==> config.mk <==
export PLATFORM = sky130hd
export DESIGN_NAME = rx_guard_crc_top
export DESIGN_NICKNAME = d
export VERILOG_FILES = /design/src/rtl/rx_guard_crc_pkg.sv /design/src/rtl/rx_guard_crc_top.sv /design/src/rtl/rx_guard_timer.sv /design/src/rtl/rx_crc_unit.sv
export SDC_FILE = /design/constraint.sdc
export NUM_CORES = 1
export LEC_CHECK = 0
export ABC_AREA = 1
export BUFFER_PORTS_ARGS = -buffer_cell sky130_fd_sc_hd__buf_2
export CAP_MARGIN = 30
export CORE_MARGIN = 2
export CORE_UTILIZATION = 30
export CTS_CLUSTER_DIAMETER = 30
export DETAILED_ROUTE_END_ITERATION = 6
export GPL_ROUTABILITY_DRIVEN = 0
export MAX_ROUTING_LAYER = met4
export PLACE_DENSITY = 0.49
export SKIP_LAST_GASP = 1
export SLEW_MARGIN = 20
export SYNTH_ARGS = -nofsm -noshare
export SYNTH_HDL_FRONTEND = slang
export SYNTH_SLANG_ARGS = --single-unit
export TNS_END_PERCENT = 5
==> constraint.sdc <==
create_clock -name SYS_CLK_IN -period 1.59 [get_ports SYS_CLK_IN]
set_input_delay 0.159 -clock SYS_CLK_IN [delete_from_list [all_inputs] [get_ports SYS_CLK_IN]]
set_output_delay 0.159 -clock SYS_CLK_IN [all_outputs]
set_load 0.01 [all_outputs]
==> src/rtl/rx_guard_crc_pkg.sv <==
package rx_guard_crc_pkg;
	////////////////////////////////////////////////////////////////////////////
	// register indices; byte address is four times the index
	localparam logic [7:0] IDX_GUARD_CFG = 8'h11;
	localparam logic [7:0] IDX_CRC_CFG = 8'h12;
	localparam logic [7:0] IDX_STATUS = 8'h20;
	localparam logic [7:0] IDX_IRQ_STATUS = 8'h21;
	localparam logic [7:0] IDX_IRQ_MASK = 8'h22;
	localparam logic [7:0] IDX_CTRL = 8'h23;
	////////////////////////////////////////////////////////////////////////////
	// guard config fields
	localparam int GUARD_RELOAD_LSB = 8;
	localparam int GUARD_RELOAD_W = 20;
	localparam int GUARD_PRESC_LSB = 0;
	localparam int GUARD_PRESC_W = 8;
	localparam logic [31:0] GUARD_CFG_MASK = 32'h0FFFFFFF;
	localparam logic [31:0] GUARD_CFG_RST = 32'h00000000;
	////////////////////////////////////////////////////////////////////////////
	// crc config fields
	localparam int CRC_PRESET_LSB = 16;
	localparam int PAR_TYPE_BIT = 11;
	localparam int PAR_EN_BIT = 10;
	localparam int COLL_KEEP_BIT = 9;
	localparam int SLOT_LSB = 6;
	localparam int SEL_LSB = 3;
	localparam int CRC_TYPE_BIT = 2;
	localparam int CRC_INV_BIT = 1;
	localparam int CRC_EN_BIT = 0;
	localparam logic [31:0] CRC_CFG_MASK = 32'hFFFF0FFF;
	localparam logic [31:0] CRC_CFG_RST = 32'h00000000;
	////////////////////////////////////////////////////////////////////////////
	// own status, interrupt and control bits
	localparam int STAT_INTEG = 0;
	localparam int STAT_GUARD = 1;
	localparam int STAT_CRC_OK = 2;
	localparam int STAT_BUSY = 3;
	localparam int IRQ_INTEG = 0;
	localparam int IRQ_FRAME = 1;
	localparam int IRQ_GUARD = 2;
	localparam int IRQ_W = 3;
	localparam logic [IRQ_W-1:0] IRQ_MASK_RST = 3'h0;
	localparam int CTRL_AUTO_BIT = 0;
	localparam logic CTRL_AUTO_RST = 1'b0;
	////////////////////////////////////////////////////////////////////////////
	// crc presets and polynomials
	localparam logic [2:0] SEL_ZERO = 3'h0;
	localparam logic [2:0] SEL_A = 3'h1;
	localparam logic [2:0] SEL_ALT = 3'h2;
	localparam logic [2:0] SEL_B = 3'h3;
	localparam logic [2:0] SEL_SHORT = 3'h4;
	localparam logic [2:0] SEL_SHORT_ALT = 3'h5;
	localparam logic [2:0] SEL_CUSTOM = 3'h7;
	localparam logic [15:0] PRESET_ZERO = 16'h0000;
	localparam logic [15:0] PRESET_A = 16'h6363;
	localparam logic [15:0] PRESET_ALT = 16'hA671;
	localparam logic [15:0] PRESET_B = 16'hFFFF;
	localparam logic [15:0] PRESET_SHORT = 16'h0012;
	localparam logic [15:0] PRESET_SHORT_ALT = 16'hE012;
	localparam logic [15:0] CRC16_POLY = 16'h8408;
	localparam logic [4:0] CRC5_POLY = 5'h12;
	localparam logic [15:0] CRC16_RESIDUE = 16'h0000;
	localparam logic [15:0] CRC16_RESIDUE_INV = 16'hF0B8;
	localparam logic [4:0] CRC5_RESIDUE = 5'h00;
	////////////////////////////////////////////////////////////////////////////
	typedef enum logic [1:0] {PROTO_A, PROTO_B, PROTO_JIS_212, PROTO_JIS_424} proto_t;

	// reserved selector code loads zero
	function automatic logic [15:0] preset_decode(input logic [2:0] sel, input logic [15:0] custom);
		return (sel == SEL_A) ? PRESET_A :
			(sel == SEL_ALT) ? PRESET_ALT :
			(sel == SEL_B) ? PRESET_B :
			(sel == SEL_SHORT) ? PRESET_SHORT :
			(sel == SEL_SHORT_ALT) ? PRESET_SHORT_ALT :
			(sel == SEL_CUSTOM) ? custom : PRESET_ZERO;
	endfunction
endpackage

==> src/rtl/rx_guard_crc_top.sv <==
`timescale 1ns/1ps
module rx_guard_crc_top import rx_guard_crc_pkg::*; #(
	parameter int ADDR_W = 10
) (
	input wire logic SYS_CLK_IN,
	input wire logic RST_N_IN,
	input wire logic CE_IN,
	input wire logic HSEL_IN,
	input wire logic [ADDR_W-1:0] HADDR_IN,
	input wire logic [1:0] HTRANS_IN,
	input wire logic HWRITE_IN,
	input wire logic [2:0] HSIZE_IN,
	input wire logic [31:0] HWDATA_IN,
	input wire logic HREADY_IN,
	output logic HREADYOUT_OUT,
	output logic HRESP_OUT,
	output logic [31:0] HRDATA_OUT,
	input wire logic TX_END_IN,
	input wire logic RX_START_IN,
	input wire logic RX_BIT_VALID_IN,
	input wire logic RX_BIT_IN,
	input wire logic RX_COLL_IN,
	input wire logic RX_END_IN,
	input wire logic MODE_DET_VALID_IN,
	input wire proto_t MODE_DET_PROTO_IN,
	output logic [7:0] RX_BYTE_OUT,
	output logic RX_BYTE_VALID_OUT,
	output logic RX_CRC_OK_OUT,
	output logic GUARD_ACTIVE_OUT,
	output logic IRQ_OUT
);
	initial begin
		if (ADDR_W < 10) begin
			$error("ADDR_W must be at least 10");
		end
	end

	typedef enum logic [1:0] {ST_IDLE, ST_DATA, ST_PARITY} state_t;

	function automatic logic idx_is(input logic [ADDR_W-3:0] a, input logic [7:0] t);
		return a == (ADDR_W-2)'(t);
	endfunction

	////////////////////////////////////////////////////////////////////////////
	// registers and state
	logic [31:0] guard_cfg_reg;
	logic [31:0] crc_cfg_reg;
	logic [31:0] crc_cfg_next;
	logic [IRQ_W-1:0] irq_reg;
	logic [IRQ_W-1:0] mask_reg;
	logic auto_reg;
	logic integ_reg;
	logic crc_ok_reg;
	logic dp_wr_reg;
	logic [ADDR_W-3:0] dp_idx_reg;
	logic [31:0] hrdata_reg;
	state_t state_reg;
	logic [2:0] pos_reg;
	logic [7:0] byte_reg;
	logic par_acc_reg;
	logic coll_seen_reg;
	logic [7:0] byte_out_reg;
	logic byte_valid_reg;
	logic guard_active;
	logic guard_expired;
	logic [15:0] crc_value;

	////////////////////////////////////////////////////////////////////////////
	// config fields
	wire [GUARD_RELOAD_W-1:0] reload = guard_cfg_reg[GUARD_RELOAD_LSB +: GUARD_RELOAD_W];
	wire [GUARD_PRESC_W-1:0] presc = guard_cfg_reg[GUARD_PRESC_LSB +: GUARD_PRESC_W];
	wire [15:0] custom_preset = crc_cfg_reg[CRC_PRESET_LSB +: 16];
	wire par_type = crc_cfg_reg[PAR_TYPE_BIT];
	wire par_en = crc_cfg_reg[PAR_EN_BIT];
	wire coll_keep = crc_cfg_reg[COLL_KEEP_BIT];
	wire [2:0] slot = crc_cfg_reg[SLOT_LSB +: 3];
	wire [2:0] sel = crc_cfg_reg[SEL_LSB +: 3];
	wire crc_five = crc_cfg_reg[CRC_TYPE_BIT];
	wire crc_inv = crc_cfg_reg[CRC_INV_BIT];
	wire crc_en = crc_cfg_reg[CRC_EN_BIT];

	////////////////////////////////////////////////////////////////////////////
	// bus decode
	wire [ADDR_W-3:0] ap_idx = HADDR_IN[ADDR_W-1:2];
	wire ap_take = CE_IN && HSEL_IN && HTRANS_IN[1] && HREADY_IN;
	wire ap_read = ap_take && !HWRITE_IN;
	wire rd_clr = ap_read && idx_is(ap_idx, IDX_IRQ_STATUS);
	wire dp_wr = CE_IN && dp_wr_reg;
	wire wr_guard = dp_wr && idx_is(dp_idx_reg, IDX_GUARD_CFG);
	wire wr_crc = dp_wr && idx_is(dp_idx_reg, IDX_CRC_CFG);
	wire wr_mask = dp_wr && idx_is(dp_idx_reg, IDX_IRQ_MASK);
	wire wr_ctrl = dp_wr && idx_is(dp_idx_reg, IDX_CTRL);
	wire [31:0] status_word = {28'h0000000, state_reg != ST_IDLE, crc_ok_reg, guard_active,
		integ_reg};
	wire [31:0] rd_mux =
		idx_is(ap_idx, IDX_GUARD_CFG) ? guard_cfg_reg :
		idx_is(ap_idx, IDX_CRC_CFG) ? crc_cfg_reg :
		idx_is(ap_idx, IDX_STATUS) ? status_word :
		idx_is(ap_idx, IDX_IRQ_STATUS) ? {29'h00000000, irq_reg} :
		idx_is(ap_idx, IDX_IRQ_MASK) ? {29'h00000000, mask_reg} :
		idx_is(ap_idx, IDX_CTRL) ? {31'h00000000, auto_reg} : 32'h00000000;

	////////////////////////////////////////////////////////////////////////////
	// receive decode
	wire det_take = CE_IN && MODE_DET_VALID_IN && auto_reg;
	wire rx_start_take = CE_IN && RX_START_IN && !guard_active;
	wire busy = (state_reg != ST_IDLE);
	wire bit_take = CE_IN && RX_BIT_VALID_IN && busy && !guard_active;
	wire data_take = bit_take && (state_reg == ST_DATA);
	wire par_take = bit_take && (state_reg == ST_PARITY);
	wire coll_now = coll_seen_reg || RX_COLL_IN;
	wire bit_val = (coll_now && !coll_keep) ? 1'b0 : RX_BIT_IN;
	wire [7:0] bit_mask = 8'h01 << pos_reg;
	wire [7:0] byte_next = bit_val ? (byte_reg | bit_mask) : (byte_reg & ~bit_mask);
	wire byte_done = data_take && (pos_reg == 3'h7);
	wire par_err = par_take && (RX_BIT_IN != (par_acc_reg ^ par_type));
	wire crc_match = crc_five ? (crc_value[4:0] == CRC5_RESIDUE) :
		crc_value == (crc_inv ? CRC16_RESIDUE_INV : CRC16_RESIDUE);
	wire frame_end = CE_IN && RX_END_IN && busy;
	wire crc_err = frame_end && crc_en && !crc_match;
	wire integ_set = par_err || crc_err;
	wire [IRQ_W-1:0] irq_ev = {guard_expired, frame_end, integ_set};
	wire [15:0] preset_sel = preset_decode(sel, custom_preset);

	////////////////////////////////////////////////////////////////////////////
	// crc config: software write, then mode detector overrides
	always_comb begin
		crc_cfg_next = crc_cfg_reg;
		if (wr_crc) begin
			crc_cfg_next = HWDATA_IN & CRC_CFG_MASK;
		end
		if (det_take) begin
			unique case (MODE_DET_PROTO_IN)
				PROTO_A: begin
					crc_cfg_next[PAR_EN_BIT] = 1'b1;
					crc_cfg_next[PAR_TYPE_BIT] = 1'b1;
					crc_cfg_next[SEL_LSB +: 3] = SEL_A;
					crc_cfg_next[CRC_INV_BIT] = 1'b0;
				end
				PROTO_B: begin
					crc_cfg_next[SEL_LSB +: 3] = SEL_B;
					crc_cfg_next[CRC_INV_BIT] = 1'b1;
					crc_cfg_next[CRC_EN_BIT] = 1'b1;
				end
				PROTO_JIS_212, PROTO_JIS_424: begin
					crc_cfg_next[SEL_LSB +: 3] = SEL_ZERO;
					crc_cfg_next[CRC_INV_BIT] = 1'b0;
					crc_cfg_next[CRC_EN_BIT] = 1'b1;
				end
			endcase
		end
	end

	////////////////////////////////////////////////////////////////////////////
	// bus slave and software registers
	always_ff @(posedge SYS_CLK_IN) begin
		if (!RST_N_IN) begin
			guard_cfg_reg <= GUARD_CFG_RST;
			crc_cfg_reg <= CRC_CFG_RST;
			mask_reg <= IRQ_MASK_RST;
			auto_reg <= CTRL_AUTO_RST;
			dp_wr_reg <= 1'b0;
			dp_idx_reg <= '0;
			hrdata_reg <= 32'h00000000;
		end else if (CE_IN) begin
			dp_wr_reg <= ap_take && HWRITE_IN;
			if (ap_take) begin
				dp_idx_reg <= ap_idx;
			end
			if (ap_read) begin
				hrdata_reg <= rd_mux;
			end
			if (wr_guard) begin
				guard_cfg_reg <= HWDATA_IN & GUARD_CFG_MASK;
			end
			crc_cfg_reg <= crc_cfg_next;
			if (wr_mask) begin
				mask_reg <= HWDATA_IN[IRQ_W-1:0];
			end
			if (wr_ctrl) begin
				auto_reg <= HWDATA_IN[CTRL_AUTO_BIT];
			end
		end
	end

	////////////////////////////////////////////////////////////////////////////
	// sticky flags; a new event wins over a clear in irq_reg and integ_reg, receive start wins over frame end in crc_ok_reg
	always_ff @(posedge SYS_CLK_IN) begin
		if (!RST_N_IN) begin
			irq_reg <= '0;
			integ_reg <= 1'b0;
			crc_ok_reg <= 1'b0;
		end else if (CE_IN) begin
			irq_reg <= (rd_clr ? '0 : irq_reg) | irq_ev;
			if (integ_set) begin
				integ_reg <= 1'b1;
			end else if (rx_start_take) begin
				integ_reg <= 1'b0;
			end
			if (rx_start_take) begin
				crc_ok_reg <= 1'b0;
			end else if (frame_end) begin
				crc_ok_reg <= crc_en && crc_match;
			end
		end
	end

	////////////////////////////////////////////////////////////////////////////
	// bit assembly
	always_ff @(posedge SYS_CLK_IN) begin
		if (!RST_N_IN) begin
			state_reg <= ST_IDLE;
			pos_reg <= 3'h0;
			byte_reg <= 8'h00;
			par_acc_reg <= 1'b0;
			coll_seen_reg <= 1'b0;
			byte_out_reg <= 8'h00;
			byte_valid_reg <= 1'b0;
		end else if (CE_IN) begin
			byte_valid_reg <= byte_done;
			if (rx_start_take) begin
				state_reg <= ST_DATA;
				pos_reg <= slot;
				byte_reg <= 8'h00;
				par_acc_reg <= 1'b0;
				coll_seen_reg <= 1'b0;
			end else if (frame_end) begin
				state_reg <= ST_IDLE;
			end else if (data_take) begin
				coll_seen_reg <= coll_now;
				par_acc_reg <= par_acc_reg ^ bit_val;
				pos_reg <= pos_reg + 3'h1;
				byte_reg <= byte_done ? 8'h00 : byte_next;
				if (byte_done) begin
					byte_out_reg <= byte_next;
					state_reg <= par_en ? ST_PARITY : ST_DATA;
				end
			end else if (par_take) begin
				par_acc_reg <= 1'b0;
				state_reg <= ST_DATA;
			end
		end
	end

	////////////////////////////////////////////////////////////////////////////
	// guard timer and crc engine
	rx_guard_timer #(
		.RELOAD_W(GUARD_RELOAD_W),
		.PRESC_W(GUARD_PRESC_W)
	) rx_guard_timer_inst (
		.clk_in(SYS_CLK_IN),
		.rst_n_in(RST_N_IN),
		.ce_in(CE_IN),
		.start_in(TX_END_IN),
		.reload_in(reload),
		.presc_in(presc),
		.active_out(guard_active),
		.expired_out(guard_expired)
	);

	rx_crc_unit rx_crc_unit_inst (
		.clk_in(SYS_CLK_IN),
		.rst_n_in(RST_N_IN),
		.ce_in(CE_IN),
		.load_in(rx_start_take),
		.preset_in(preset_sel),
		.five_in(crc_five),
		.bit_valid_in(data_take),
		.bit_in(bit_val),
		.crc_out(crc_value)
	);

	////////////////////////////////////////////////////////////////////////////
	// outputs
	assign HREADYOUT_OUT = 1'b1;
	assign HRESP_OUT = 1'b0;
	assign HRDATA_OUT = hrdata_reg;
	assign RX_BYTE_OUT = byte_out_reg;
	assign RX_BYTE_VALID_OUT = byte_valid_reg;
	assign RX_CRC_OK_OUT = crc_ok_reg;
	assign GUARD_ACTIVE_OUT = guard_active;
	assign IRQ_OUT = |(irq_reg & mask_reg);
endmodule

==> src/rtl/rx_guard_timer.sv <==
`timescale 1ns/1ps
module rx_guard_timer #(
	parameter int RELOAD_W = 20,
	parameter int PRESC_W = 8
) (
	input wire logic clk_in,
	input wire logic rst_n_in,
	input wire logic ce_in,
	input wire logic start_in,
	input wire logic [RELOAD_W-1:0] reload_in,
	input wire logic [PRESC_W-1:0] presc_in,
	output logic active_out,
	output logic expired_out
);
	initial begin
		if (RELOAD_W < 1 || PRESC_W < 1) begin
			$error("guard timer widths must be positive");
		end
	end

	logic [RELOAD_W-1:0] cnt_reg;
	logic [PRESC_W-1:0] pcnt_reg;
	logic exp_reg;
	wire tick = (pcnt_reg == '0);

	////////////////////////////////////////////////////////////////////////////
	// reload zero leaves the timer idle; one count per prescaler expiry
	always_ff @(posedge clk_in) begin
		if (!rst_n_in) begin
			cnt_reg <= '0;
			pcnt_reg <= '0;
			exp_reg <= 1'b0;
		end else if (ce_in) begin
			exp_reg <= 1'b0;
			if (start_in) begin
				cnt_reg <= reload_in;
				pcnt_reg <= presc_in;
			end else if (cnt_reg != '0) begin
				if (tick) begin
					pcnt_reg <= presc_in;
					cnt_reg <= cnt_reg - 1'b1;
					exp_reg <= (cnt_reg == 1);
				end else begin
					pcnt_reg <= pcnt_reg - 1'b1;
				end
			end
		end
	end

	assign active_out = (cnt_reg != '0);
	assign expired_out = exp_reg;
endmodule

==> src/rtl/rx_crc_unit.sv <==
`timescale 1ns/1ps
module rx_crc_unit import rx_guard_crc_pkg::*; (
	input wire logic clk_in,
	input wire logic rst_n_in,
	input wire logic ce_in,
	input wire logic load_in,
	input wire logic [15:0] preset_in,
	input wire logic five_in,
	input wire logic bit_valid_in,
	input wire logic bit_in,
	output logic [15:0] crc_out
);
	logic [15:0] crc_reg;

	////////////////////////////////////////////////////////////////////////////
	// lsb-first shift for both widths
	wire fb = crc_reg[0] ^ bit_in;
	wire [15:0] next16 = {1'b0, crc_reg[15:1]} ^ (fb ? CRC16_POLY : 16'h0000);
	wire [4:0] next5 = {1'b0, crc_reg[4:1]} ^ (fb ? CRC5_POLY : 5'h00);
	wire [15:0] load_val = five_in ? {8'h00, preset_in[7:0]} : preset_in;

	always_ff @(posedge clk_in) begin
		if (!rst_n_in) begin
			crc_reg <= 16'h0000;
		end else if (ce_in) begin
			if (load_in) begin
				crc_reg <= load_val;
			end else if (bit_valid_in) begin
				crc_reg <= five_in ? {11'h000, next5} : next16;
			end
		end
	end

	assign crc_out = crc_reg;
endmodule

==> Yosys cells after proc, flatten, opt, wreduce, memory -nomap -nowiden <==
Index checks and enable logic that the tools add are counted.
{ "totals": {"elab_cells": 197, "input_bits": 62, "reg_bits": 175} }
{ "classes": {"n_bitwise": 12, "n_addsub": 3, "n_shift": 1, "muxes": 64, "eq_ne": 27, "reduce_logical": 67} }
{ "op_table": {"columns": ["operator", "count"], "rows": [
  ["$mux 16", 12],
  ["$mux 32", 2],
  ["$mux 8", 8],
  ["$mux 20", 3],
  ["$eq 8x6->1 const B", 6],
  ["$eq 8x5->1 const B", 4],
  ["$logic_and 1x1->1", 28],
  ["$reduce_and 2->1", 11],
  ["$mux 3", 7],
  ["$eq 20x1->1 const B", 1],
  ["$reduce_bool 20->1", 1],
  ["$sub 20x1->20 const B", 1],
  ["$mux 1", 18],
  ["$mux 2", 9],
  ["$eq 16x16->1", 1],
  ["$xor 15x16->16", 1],
  ["$reduce_bool 2->1", 7],
  ["$eq 3x3->1 const B", 4],
  ["$mux 12", 1],
  ["$reduce_and 3->1", 4],
  ["$pmux 3 s3", 1],
  ["$reduce_or 3->1", 3],
  ["$and 8x8->8", 1],
  ["$logic_not 8->1", 1],
  ["28 further kinds", 39]
]} }

==> Logic depth before layout (Yosys ltp) <==
Gate-level depths: netlist of run 1.
{ "logic_depth": {"ltp_word": 9, "depth_mapped": 14, "ltp_nobuf": 13} }

==> Hierarchy <==
Synthesis of run 1 repeated with hierarchy kept, for this count alone.
{ "hier_totals": {"cells_unflattened": 1278, "hier_area_um2": 8698.3} }
{ "by_module_without_submodules": {"columns": ["module", "instances", "cells_each", "seq_area_each_um2", "area_each_um2"], "rows": [
  ["rx_guard_crc_top", 1, 798, 2602.5, 5758.0],
  ["rx_guard_timer", 1, 358, 580.6, 2114.5],
  ["rx_crc_unit", 1, 122, 320.3, 825.8]
]} }

==> Worst setup path after synthesis of run 1 <==
No wires, ideal clock.
{ "synth_path": {"path_type": "reg2reg", "start": "reg rx_guard_timer_inst.cnt_reg[0]", "end": "reg byte_reg[6]", "required_time_ps": 1477, "path_buffers": 1, "setup_time_ps": 113, "arrival_ps": 1546, "stages_incl_launch_ff": 15, "setup_slack_ps": -69, "cell_sequence": "dfxtp_1 > inv_1 > ha_1 > nand2_1 > nor2_2 > nand2_4 > nor2_8 > nand2_4 > nand2_1 > nand2_2 > inv_2 > buf_6 > nand2_1 > nand2_1 > nor2_1"} }
{ "synth_between": {"elab_chain_len": 9} }
{ "synth_rtl": {"columns": ["item", "line", "rtl"], "rows": [
  ["from (decl)", "rx_guard_timer.sv:21", "logic [RELOAD_W-1:0] cnt_reg;"],
  ["from (signal assigned)", "rx_guard_timer.sv:36", "cnt_reg <= reload_in;"],
  ["from (signal assigned)", "rx_guard_timer.sv:41", "cnt_reg <= cnt_reg - 1'b1;"],
  ["$reduce_bool 20->1 *", "rx_guard_timer.sv:50", "assign active_out = (cnt_reg != '0);"],
  ["$logic_not 1->1 *", "rx_guard_crc_top.sv:106, rx_guard_crc_top.sv:108", null],
  ["$logic_and 1x1->1", "rx_guard_crc_top.sv:108", "wire bit_take = CE_IN && RX_BIT_VALID_IN && busy && !guard_active;"],
  ["$logic_and 1x1->1", "rx_guard_crc_top.sv:109", "wire data_take = bit_take && (state_reg == ST_DATA);"],
  ["$logic_and 1x1->1", "rx_guard_crc_top.sv:115", "wire byte_done = data_take && (pos_reg == 3'h7);"],
  ["$mux 8", "rx_guard_crc_top.sv:233", "byte_reg <= byte_done ? 8'h00 : byte_next;"],
  ["$mux 8", "rx_guard_crc_top.sv:229", "end else if (data_take) begin"],
  ["$mux 8", "rx_guard_crc_top.sv:227", "end else if (frame_end) begin"],
  ["$mux 8", "rx_guard_crc_top.sv:221", "if (rx_start_take) begin"],
  ["to (signal assigned)", "rx_guard_crc_top.sv:233", null],
  ["to (decl)", "rx_guard_crc_top.sv:59", "logic [7:0] byte_reg;"]
]} }
Every way passes the cells marked *; elsewhere a longest branch is shown, timed or not. The select of a mux whose other input is x is not followed.
A chain may end at the register's enable or synchronous reset.

==> Worst setup path in the final report of run 1 <==
{ "layout_path": {"start": "reg rx_guard_timer_inst.cnt_reg[0]", "end": "out GUARD_ACTIVE_OUT"} }
{ "layout_between": {"elab_chain_len": 1} }
{ "layout_rtl": {"columns": ["item", "line", "rtl"], "rows": [
  ["$reduce_bool 20->1", "rx_guard_timer.sv:50", null],
  ["to (decl)", "rx_guard_crc_top.sv:29", "output logic GUARD_ACTIVE_OUT,"]
]} }
No other way between the ends.

==> results of run 1 <==
## report_power, final
group / internal (uW) / switching (uW)
sequential: 4600 / 156
combinational: 1780 / 2150
clock: 2550 / 1960
total: 8930 / 4270
## final timing paths
kind | start | end | slack (ns) | depth (start not counted)
worst max-delay path | rx_guard_timer_inst.cnt_reg[0]$_SDFFE_PN0P_ | GUARD_ACTIVE_OUT | -0.19 | 8
worst min-delay path | HWDATA_IN[24] | crc_cfg_reg[24]$_SDFFE_PN0P_ | 0.03 | 3
worst max register to register | rx_guard_timer_inst.cnt_reg[7]$_SDFFE_PN0P_ | RX_BYTE_OUT[3]$_SDFFE_PN0P_ | -0.16 | 10
worst min register to register | coll_seen_reg$_SDFFE_PN0P_ | coll_seen_reg$_SDFFE_PN0P_ | 0.47 | 2
## cell usage after synthesis (8+ instances only)
| cell type | count |
|---|---|
| a31oi_1 | 8 |
| nor3_1 | 13 |
| inv_1 | 107 |
| nor2_1 | 218 |
| a21oi_1 | 92 |
| dfxtp_1 | 175 |
| nor2_2 | 8 |
| o21ai_0 | 134 |
| nand2_1 | 254 |
| xor2_1 | 11 |
| o211ai_1 | 28 |
| ha_1 | 11 |
| nand3_1 | 81 |
| buf_2 | 9 |
| clkbuf_1 | 38 |
## logic make-up after synthesis
group | Yosys count | share of synthesized area, %
compound gates | 294 | 18.61
xor+xnor | 16 | 1.590
fa+ha+maj | 11 | 1.561
buf+inv | 178 | 8.474
flops | 175 | 39.74
mux | 2 | 0.2271
other cells | 2 | 0.08520
simple gates | 611 | 29.71
## stage by stage
stage	instance area, sq um	hold slack [ns]
after detailed placement	10660	0.4247
after floorplan	8817	0.3036
after global placement	10660	0.4211
after global routing	11800	0.02512
after CTS	11590	0.01034
final	11800	0.02748
## repair_timing
item | CTS | global route
resized for setup | 30 | 64
setup endpoints to repair | 73 | 119
pin swaps | 10 | 35
endpoints found under the hold margin | 23 | 0
hold buffers | 18 | 0
setup buffers | 5 | 4
## final cells by class
| class | instances | area (sq um) |
|---|---|---|
| clock buffer | 18 | 439.2 |
| clock inverter | 14 | 180.2 |
| tap | 384 | 480.5 |
| fill | 3049 | 16980 |
| timing repair buffer | 266 | 1964 |
| inverter | 114 | 440.4 |
| multi-input combinational | 936 | 4785 |
| sequential | 175 | 3515 |
## metal layers
layer  GRT usage (%)  share of wire, %  up-vias
li1                -                 -     4653
met1           26.32                48     4120
met2           30.99                46      192
met3           2.576               4.3       23
met4           4.924               1.5        0
met5               -                 0        -
## worst max-delay path, cell delays in order (launching register included)
cell	delay, ns
dfxtp_2	0.33
inv_2	0.05
ha_2	0.17
nand2_2	0.08
inv_2	0.09
buf_6	0.11
nand3_4	0.11
buf_6	0.15
buf_6	0.11
==> run metrics, run 1 <==
Die Ht 175.4 microns; clock-pin slew on the worst setup and hold paths 0.07 ns; Post-DRT Antenna Nets 0; Pwr per Cell Area 1118 mW/mm^2; Rows 62; vias in the first global route 8641; fmax 562.2 MHz; min cycle time layout 1.779 ns; dominant cell type by area after synthesis dfxtp_1; Area growth, synth to finish 33.91%; antenna cells 0; Core Area 0.02878 sq mm; Min-Delay Path Class in2reg; mapped cell area 0.008815 sq mm; layout cells sized above 1 24.03%; Max clock buf depth 2; Clock Latency Late Sink 0.43 ns; Tot GR Track Use 19.53%; Starting Density 30.63%; Layout Utilization 41.01%; via count 8988; fin cells 1907; DRC 0; commonest cells after routing, fill and taps aside 243 x nand2_1, 206 x nor2_1, 166 x dfxtp_1, 129 x buf_4, 122 x o21ai_0; Post-Synthesis Cells 1289; PnR worst setup slack -0.1888 ns; Primary FF master, synth dfxtp_1; Worst Path Max Fanout 3; total power 13200 uW; RSZ-0062 raised after global routing yes; critical path startpoint category register; status complete, but fails checks; Final Slew Violations 0; post-DP HPWL 21780 microns; commonest non-fill, non-tap cell in the layout nand2_1; Peak VDD IR 0.0006368 V; WL/cell 15.21 microns; post-synthesis sequential area ratio 39.74%; Die X 175.4 microns; initial antenna violation count 0; post-route clock period utilization 111.9%; critical path class reg2out; max reg flops 32; setup TNS -8.244 ns; Yosys reg bits 175; routed vias/inst 4.713; final WL 29010 microns; syn avg cell area 6.838 sq um; Placed Cells 1849; Fin. Hold Viols 0; CTS HTree Levels 4; EDFF count, synth 0; die area 0.03077 sq mm; failing checks negative setup slack; CTS tree built; area fraction of the dominant cell type after synthesis 39.74%; first-pass GRT wire length 45990 microns; io pins 108; Ys Warns 0; Overflow after GRT 0; CP required 1.43 ns; Synth area leaders dfxtp_1 40%, nand2_1 11%, nor2_1 9.3%; DRT Pass-1 Iters 5; max cap viols 0; leakage power 0.005236 uW; nets 1583; CTS buffer count 17; largest net degree at the start of global routing 63; final setup violation count 70; Placement Setup Slack -0.2679 ns; ys async rst share 0%; Worst Path Arrival 1.62 ns; Port Buf Inserts 99; Clock Sinks 175; Clock Skew 0.008703 ns; post-synth net total 1362; initial drt markers 565; CP endpoint kind primary output; clock root buffer clkbuf_16; library cells used by synthesis 45
(Power assumes the default switching activity.)
==> inputs of run 2 (changes only) <==
--- a/config.mk
+++ b/config.mk
@@ -19,5 +19,6 @@
 export SLEW_MARGIN = 20
 export SYNTH_ARGS = -nofsm -noshare
 export SYNTH_HDL_FRONTEND = slang
+export SYNTH_HIERARCHICAL = 1
 export SYNTH_SLANG_ARGS = --single-unit
 export TNS_END_PERCENT = 5
==> run 2 against run 1 <==
Net effect:
- the flow still finishes with violations (negative setup slack)
- first-iteration DRC count increased by 5.8%
- largest power group unchanged
- via count is 1.1% lower
- critical path depth increased by 3
- cell count decreased by 1.3%
==> run metrics, run 2 <==
Post-Synthesis Cells 1278 (-0.85%); Starting Density 30.39% (-0.24 points); failing checks negative setup slack; initial drt markers 598 (+5.8%); Clock Sinks 175 (unchanged); Peak VDD IR 0.0005121 V (-20%); Tot GR Track Use 19.51% (about the same); routed vias/inst 4.721 (+0.17%); Ys Warns 6 (+6); Overflow after GRT 0 (unchanged); Die Ht 174.3 microns (-0.65%); Area growth, synth to finish 30.01%; Synth area leaders dfxtp_1 40%, nand2_1 11%, o21ai_0 8.7%; Core Area 0.02863 sq mm (-0.54%); Final Slew Violations 0 (unchanged); dominant cell type by area after synthesis dfxtp_1; max reg flops 32 (unchanged); reg-to-reg startpoint rx_guard_timer_inst/cnt_reg[6]$_SDFFE_PN0P_; io pins 108 (unchanged); largest net degree at the start of global routing 46 (-27%); count leader, synth nand2_1; Worst Tran Pin Value 0.5687 ns; final setup violation count 63 (-10%); antenna cells 0 (unchanged); max cap viols 0 (unchanged); CTS HTree Levels 4 (unchanged); Post-Place Cell Area 0.01051 sq mm (-1.4%); Max Used Layer met4; nets 1558 (-1.6%); Port Buf Inserts 99 (unchanged); post-route clock period utilization 120.0% (+8.1 points); CP endpoint kind register; CP required 1.92 ns (+0.49 ns); DRC 0 (unchanged); min cycle time layout 1.908 ns (+0.1289 ns); DRT Pass-1 Iters 7 (+2); Max clock buf depth 2 (unchanged); critical path class reg2reg; WL/cell 15.12 microns (-0.62%); library cells used by synthesis 49 (+8.9%); mapped cell area 0.008698 sq mm (-1.3%); hold_sp HWDATA_IN[3]; syn avg cell area 6.806 sq um (-0.47%); Pwr per Cell Area 1007 mW/mm^2 (-10%); initial antenna violation count 0 (unchanged); multi-input gate area in the final layout 0.004419 sq mm (-7.6%); area fraction of the dominant cell type after synthesis 40.28% (+0.53 points); first-pass GRT wire length 45570 microns (-0.90%); Rows 62 (unchanged); critical path startpoint category register; final WL 28450 microns (-1.9%); Min-Delay Path Class in2reg; post-synth net total 1351 (-0.81%); via count 8885 (-1.1%); relative slew slack 62.05%; wl on met1 14160 microns (+0.70%); EDFF count, synth 0 (unchanged); fill cell count 3066 (+0.56%); Post-Layout Inst Area 0.01131 sq mm (-4.2%); fmax 524.2 MHz (-6.8%); post-synthesis sequential area ratio 40.28% (+0.53 points); Yosys reg bits 175 (unchanged); Post-DRT Antenna Nets 0 (unchanged); Post-synth top cells 263 x nand2_1, 175 x dfxtp_1, 169 x nor2_1; Fin. Hold Viols 0 (unchanged); die area 0.03037 sq mm (-1.3%); origin of the worst setup path rx_guard_timer_inst/cnt_reg[6]$_SDFFE_PN0P_; ys async rst share 0% (unchanged); Clock Latency Late Sink 0.44 ns (about the same); RSZ-0062 raised after global routing yes; Placed Cells 1834 (-0.81%); status complete, but fails checks; layout cells sized above 1 21.43% (-2.6 points); Clock Skew 0.02136 ns (+0.01266 ns); metal3 WL 1303 microns (+4.7%); CTS tree built; commonest cells after routing, fill and taps aside 257 x nand2_1, 169 x dfxtp_1, 164 x nor2_1, 148 x o21ai_0, 142 x inv_1; fin cells 1882 (-1.3%); Worst Path Max Fanout 4 (+1); Worst Path Arrival 2.24 ns (+0.62 ns); storage element area 0.003513 sq mm (about the same); Primary FF master, synth dfxtp_1; clock-pin slew on the worst setup and hold paths 0.08 ns (about the same); commonest non-fill, non-tap cell in the layout nand2_1; vias in the first global route 8478 (-1.9%); wire length on met2 12570 microns (-5.2%); Die X 174.3 microns (-0.65%); clock root buffer clkbuf_16; CTS buffer count 17 (unchanged); post-DP HPWL 21470 microns (-1.4%); PnR worst setup slack -0.3177 ns (-0.1289 ns); leakage power 0.005037 uW (-3.8%)
[run 2: cell count changes after synthesis, moves of 17 or more]
cell      previous run  this run
nor2_1             218       169
inv_1              107       145
a21oi_1             92       138
nand3_1             81        51
o21ai_0            134       151
o221ai_1             0        21
o211ai_1            28         4
[run 2: kinds of logic (layout without fill, tap and decap cells)]
logic type	after synthesis	after routing	share of synthesized area (%)
AND/OR/NAND/NOR	531	531	25.99
buffers and inverters	209	429	9.940
flip-flops	175	175	40.28
other	2	2	0.08634
AO/OA/AOI/OAI	342	342	21.32
adder cells (fa/ha/maj)	11	11	1.582
XOR/XNOR	8	8	0.8056
[run 2: final timing paths]
path | end | slack [ns] | depth (start not counted)
setup / recovery | state_reg[0]$_SDFFE_PN0P_ | -0.32 | 11
hold / removal | crc_cfg_reg[3]$_SDFFE_PN0P_ | 0.03 | 3
setup reg to reg | state_reg[0]$_SDFFE_PN0P_ | -0.32 | 11
hold reg to reg | rx_guard_timer_inst/pcnt_reg[7]$_SDFFE_PN0P_ | 0.46 | 2
[run 2: per-stage QoR]
stage | utilization, % | hold slack (ns) | worst slack [ns] | setup TNS [ns] | total power [uW]
2_1_floorplan | - | 0.2899 | -0.2115 | -6.088 | 6174
3_3_place_gp | 36.72 | 0.4197 | -0.3046 | -9.850 | 7168
3_5_place_dp | 36.72 | 0.4271 | -0.3539 | -11.33 | 7167
4_1_cts | 39.40 | 0.005807 | -0.3190 | -11.91 | 11510
5_1_grt | 39.51 | 0.01336 | -0.4443 | -28.71 | 12010
6_report | 39.51 | 0.02904 | -0.3177 | -11.26 | 11390
[run 2: worst max-delay path: stages, from the launching register on]
cell and delay (ns):
dfxtp_2 0.34, nor2_4 0.11, nand2_2 0.09, nor3_4 0.15
nand3_4 0.14, nor2_4 0.18, nand4_4 0.16, buf_6 0.16
nor3_4 0.16, a21oi_2 0.07, o21ai_1 0.16, nor2_1 0.07
[run 2: power by group]
part | total, uW | internal, uW | switching [uW] | leakage, uW
Sequential | 4630 | 4520 | 110 | 0.00142
Clock | 4250 | 2120 | 2130 | 0.000286
Combinational | 2500 | 1060 | 1440 | 0.00333
[run 2: area by class of cell]
class                   count  share of cell area (%)
repair buffers            241                   15.14
well taps                 384                   4.249
multi-input cells         894                   39.08
clock buffers              17                   3.762
inverters                 156                   5.289
clock inverters            15                   1.416
flip-flops and latches    175                   31.07
[run 2: metal layers]
metal / GRT usage, % / up-vias
li1: - / 4610
met1: 26.49 / 4049
met2: 30.09 / 198
met3: 3.500 / 28
met4: 4.657 / 0
met5: - / -
[run 2: timing repair]
| action | 4_1_cts | 5_1_grt |
|---|---|---|
| hold buffers | 13 | 0 |
| hold endpoints to repair | 13 | 0 |
| pin swaps | 5 | 1 |
| endpoints found under the setup margin | 66 | 144 |
| buffers inserted | 2 | 1 |
| resized for setup | 9 | 9 |
==> inputs of run 3 (changes only) <==
--- a/config.mk
+++ b/config.mk
@@ -10,6 +10,7 @@
 export CAP_MARGIN = 30
 export CORE_MARGIN = 2
 export CORE_UTILIZATION = 30
+export CTS_BUF_LIST = sky130_fd_sc_hd__clkbuf_8
 export CTS_CLUSTER_DIAMETER = 30
 export DETAILED_ROUTE_END_ITERATION = 6
 export GPL_ROUTABILITY_DRIVEN = 0
==> run 3 against run 2 <==
Net effect:
- the run still ends with negative setup slack left
- combinational power hardly changed
- setup slack gained 0.026 ns
- non-clock buffer count increased by 14
- sequential cell count stayed put
- cell count is 0.74% higher
- worst hold slack worse by 0.012 ns
- routed wire length shrank 0.15%
- clock-buffer cell count is the same
- fmax increased by 1.4%
- clock skew rose by 0.0093 ns
- register-to-register slack better by 0.03 ns
- critical path type unchanged
- critical endpoint unchanged
- largest cell class unchanged
==> run metrics, run 3 (synthesis gave the netlist of run 2 again) <==
status complete, but fails checks; failing checks negative setup slack; largest net degree at the start of global routing 46 (unchanged); antenna cells 0 (unchanged); Final Slew Violations 0 (unchanged); io pins 108 (unchanged); first-pass GRT wire length 45540 microns (about the same); Port Buf Inserts 99 (unchanged); clock root buffer clkbuf_8; Slowest cell on crit path dfxtp_2; Post-Place Cell Area 0.01051 sq mm (unchanged); critical path startpoint category register; DRC 0 (unchanged); PnR worst setup slack -0.2922 ns (+0.02555 ns); Max clock buf depth 2 (unchanged); Starting Density 30.39% (unchanged); DRT Pass-1 Iters 5 (-2); Overflow after GRT 0 (unchanged); Min-Delay Path Class in2reg; min cycle time layout 1.882 ns (-0.02555 ns); Post-DRT Antenna Nets 0 (unchanged); CP endpoint kind register; critical path class reg2reg; routed vias/inst 4.711 (-0.20%); Rows 62 (unchanged); die area 0.03037 sq mm (unchanged); CTS HTree Levels 4 (unchanged); relative slew slack 62.29% (+0.24 points); Fin. Hold Viols 0 (unchanged); Worst Tran Pin Value 0.5651 ns (-0.003600 ns); CTS buffer count 17 (unchanged); slowest stage delay, CP 0.35 ns (about the same); Worst Path Arrival 2.27 ns (+0.03 ns); final setup violation count 71 (+13%); Post-Layout Inst Area 0.01125 sq mm (-0.54%); vias in the first global route 8497 (+0.22%); Pwr per Cell Area 920.0 mW/mm^2 (-8.7%); setup TNS -10.51 ns (+0.7563 ns); Clock Skew 0.03065 ns (+0.009284 ns); final WL 28410 microns (-0.15%); initial drt markers 569 (-4.8%); post-route clock period utilization 118.4% (-1.6 points); WL/cell 14.98 microns (-0.89%); via count 8933 (+0.54%); RSZ-0062 raised after global routing yes; max cap viols 0 (unchanged); Clock Latency Late Sink 0.49 ns (+0.05 ns); Tot GR Track Use 19.49% (about the same); Area growth, synth to finish 29.30%; reg2reg path depth 13 (+2); CP required 1.98 ns (+0.06 ns); Hold Path Cell Cnt 3 (unchanged); nets 1572 (+0.90%); layout cells sized above 1 20.97% (-0.46 points); Peak VDD IR 0.0005390 V (+5.3%); leakage power 0.004998 uW (-0.78%); Core Area 0.02863 sq mm (unchanged); Clock Sinks 175 (unchanged); max reg flops 32 (unchanged); fmax 531.3 MHz (+1.4%); Worst Path Max Fanout 4 (unchanged); critical path cell sequence nor2_4, nand2_2, nor3_4, nand3_4, nor2_4, nand2_2, buf_4, nand2_4, nor3_4, a21oi_2, inv_1, nor2_1, nor2_1; CTS tree built; final hold slack 0.01681 ns (-0.01223 ns); post-DP HPWL 21470 microns (unchanged); commonest cells after routing, fill and taps aside 257 x nand2_1, 170 x dfxtp_1, 165 x nor2_1, 149 x o21ai_0, 142 x inv_1; initial antenna violation count 0 (unchanged); clock-pin slew on the worst setup and hold paths 0.11 ns (+0.03 ns); Die Ht 174.3 microns (unchanged); Die X 174.3 microns (unchanged); commonest non-fill, non-tap cell in the layout nand2_1
[run 3: timing repair]
item	4_1_cts	5_1_grt
setup buffers	1	1
pin swaps	3	1
endpoints found under the setup margin	72	142
gates resized for setup	8	5
hold endpoints to repair	37	0
hold buffers	28	0
[run 3: final timing paths]
| path | from | to | slack [ns] |
|---|---|---|---|
| hold / removal | HWDATA_IN[7] | guard_cfg_reg[7]$_SDFFE_PN0P_ | 0.02 |
| setup reg to reg | rx_guard_timer_inst/cnt_reg[6]$_SDFFE_PN0P_ | state_reg[0]$_SDFFE_PN0P_ | -0.29 |
| hold reg to reg | rx_guard_timer_inst/pcnt_reg[7]$_SDFFE_PN0P_ | rx_guard_timer_inst/pcnt_reg[7]$_SDFFE_PN0P_ | 0.46 |
| setup / recovery | rx_guard_timer_inst/cnt_reg[6]$_SDFFE_PN0P_ | state_reg[0]$_SDFFE_PN0P_ | -0.29 |
[run 3: metal layers]
metal  wire length, microns  GRT usage, %  vias up
met2                  12670         30.37      185
met1                  14240         26.56     4081
met3                   1106         2.953       30
met5                      0             -        -
li1                       -             -     4637
met4                    395         4.622        0
[run 3: per-stage QoR]
stage	setup slack, ns	total power [uW]	cells	util [%]
floorplan	-0.2115	6174	1278	-
global placement	-0.3046	7168	1834	36.72
detailed placement	-0.3539	7167	1834	36.72
CTS	-0.2997	10460	1895	39.21
global route	-0.4524	10960	1896	39.29
finish	-0.2922	10350	1896	39.29
[run 3: where the power goes]
part | internal, uW | leakage, uW | total (uW) | switching [uW]
Clock | 1200 | 0.000199 | 3190 | 2000
Combinational | 1080 | 0.00338 | 2520 | 1440
Sequential | 4520 | 0.00142 | 4630 | 110
[run 3: final cells by class]
cell class | count | area (sq um)
inverter | 156 | 598.1
fill | 3073 | 17380
clock inverter | 15 | 160.2
tap | 384 | 480.5
timing repair buffer | 255 | 1854
sequential | 175 | 3512
clock buffer | 17 | 234.0
multi-input combinational | 894 | 4408
[run 3: worst max-delay path: cells and delay by family, from the launching register on]
family          cells  cell delay, ns
flops               1            0.35
simple gates       10            1.04
compound gates      1            0.17
buf+inv             2            0.22
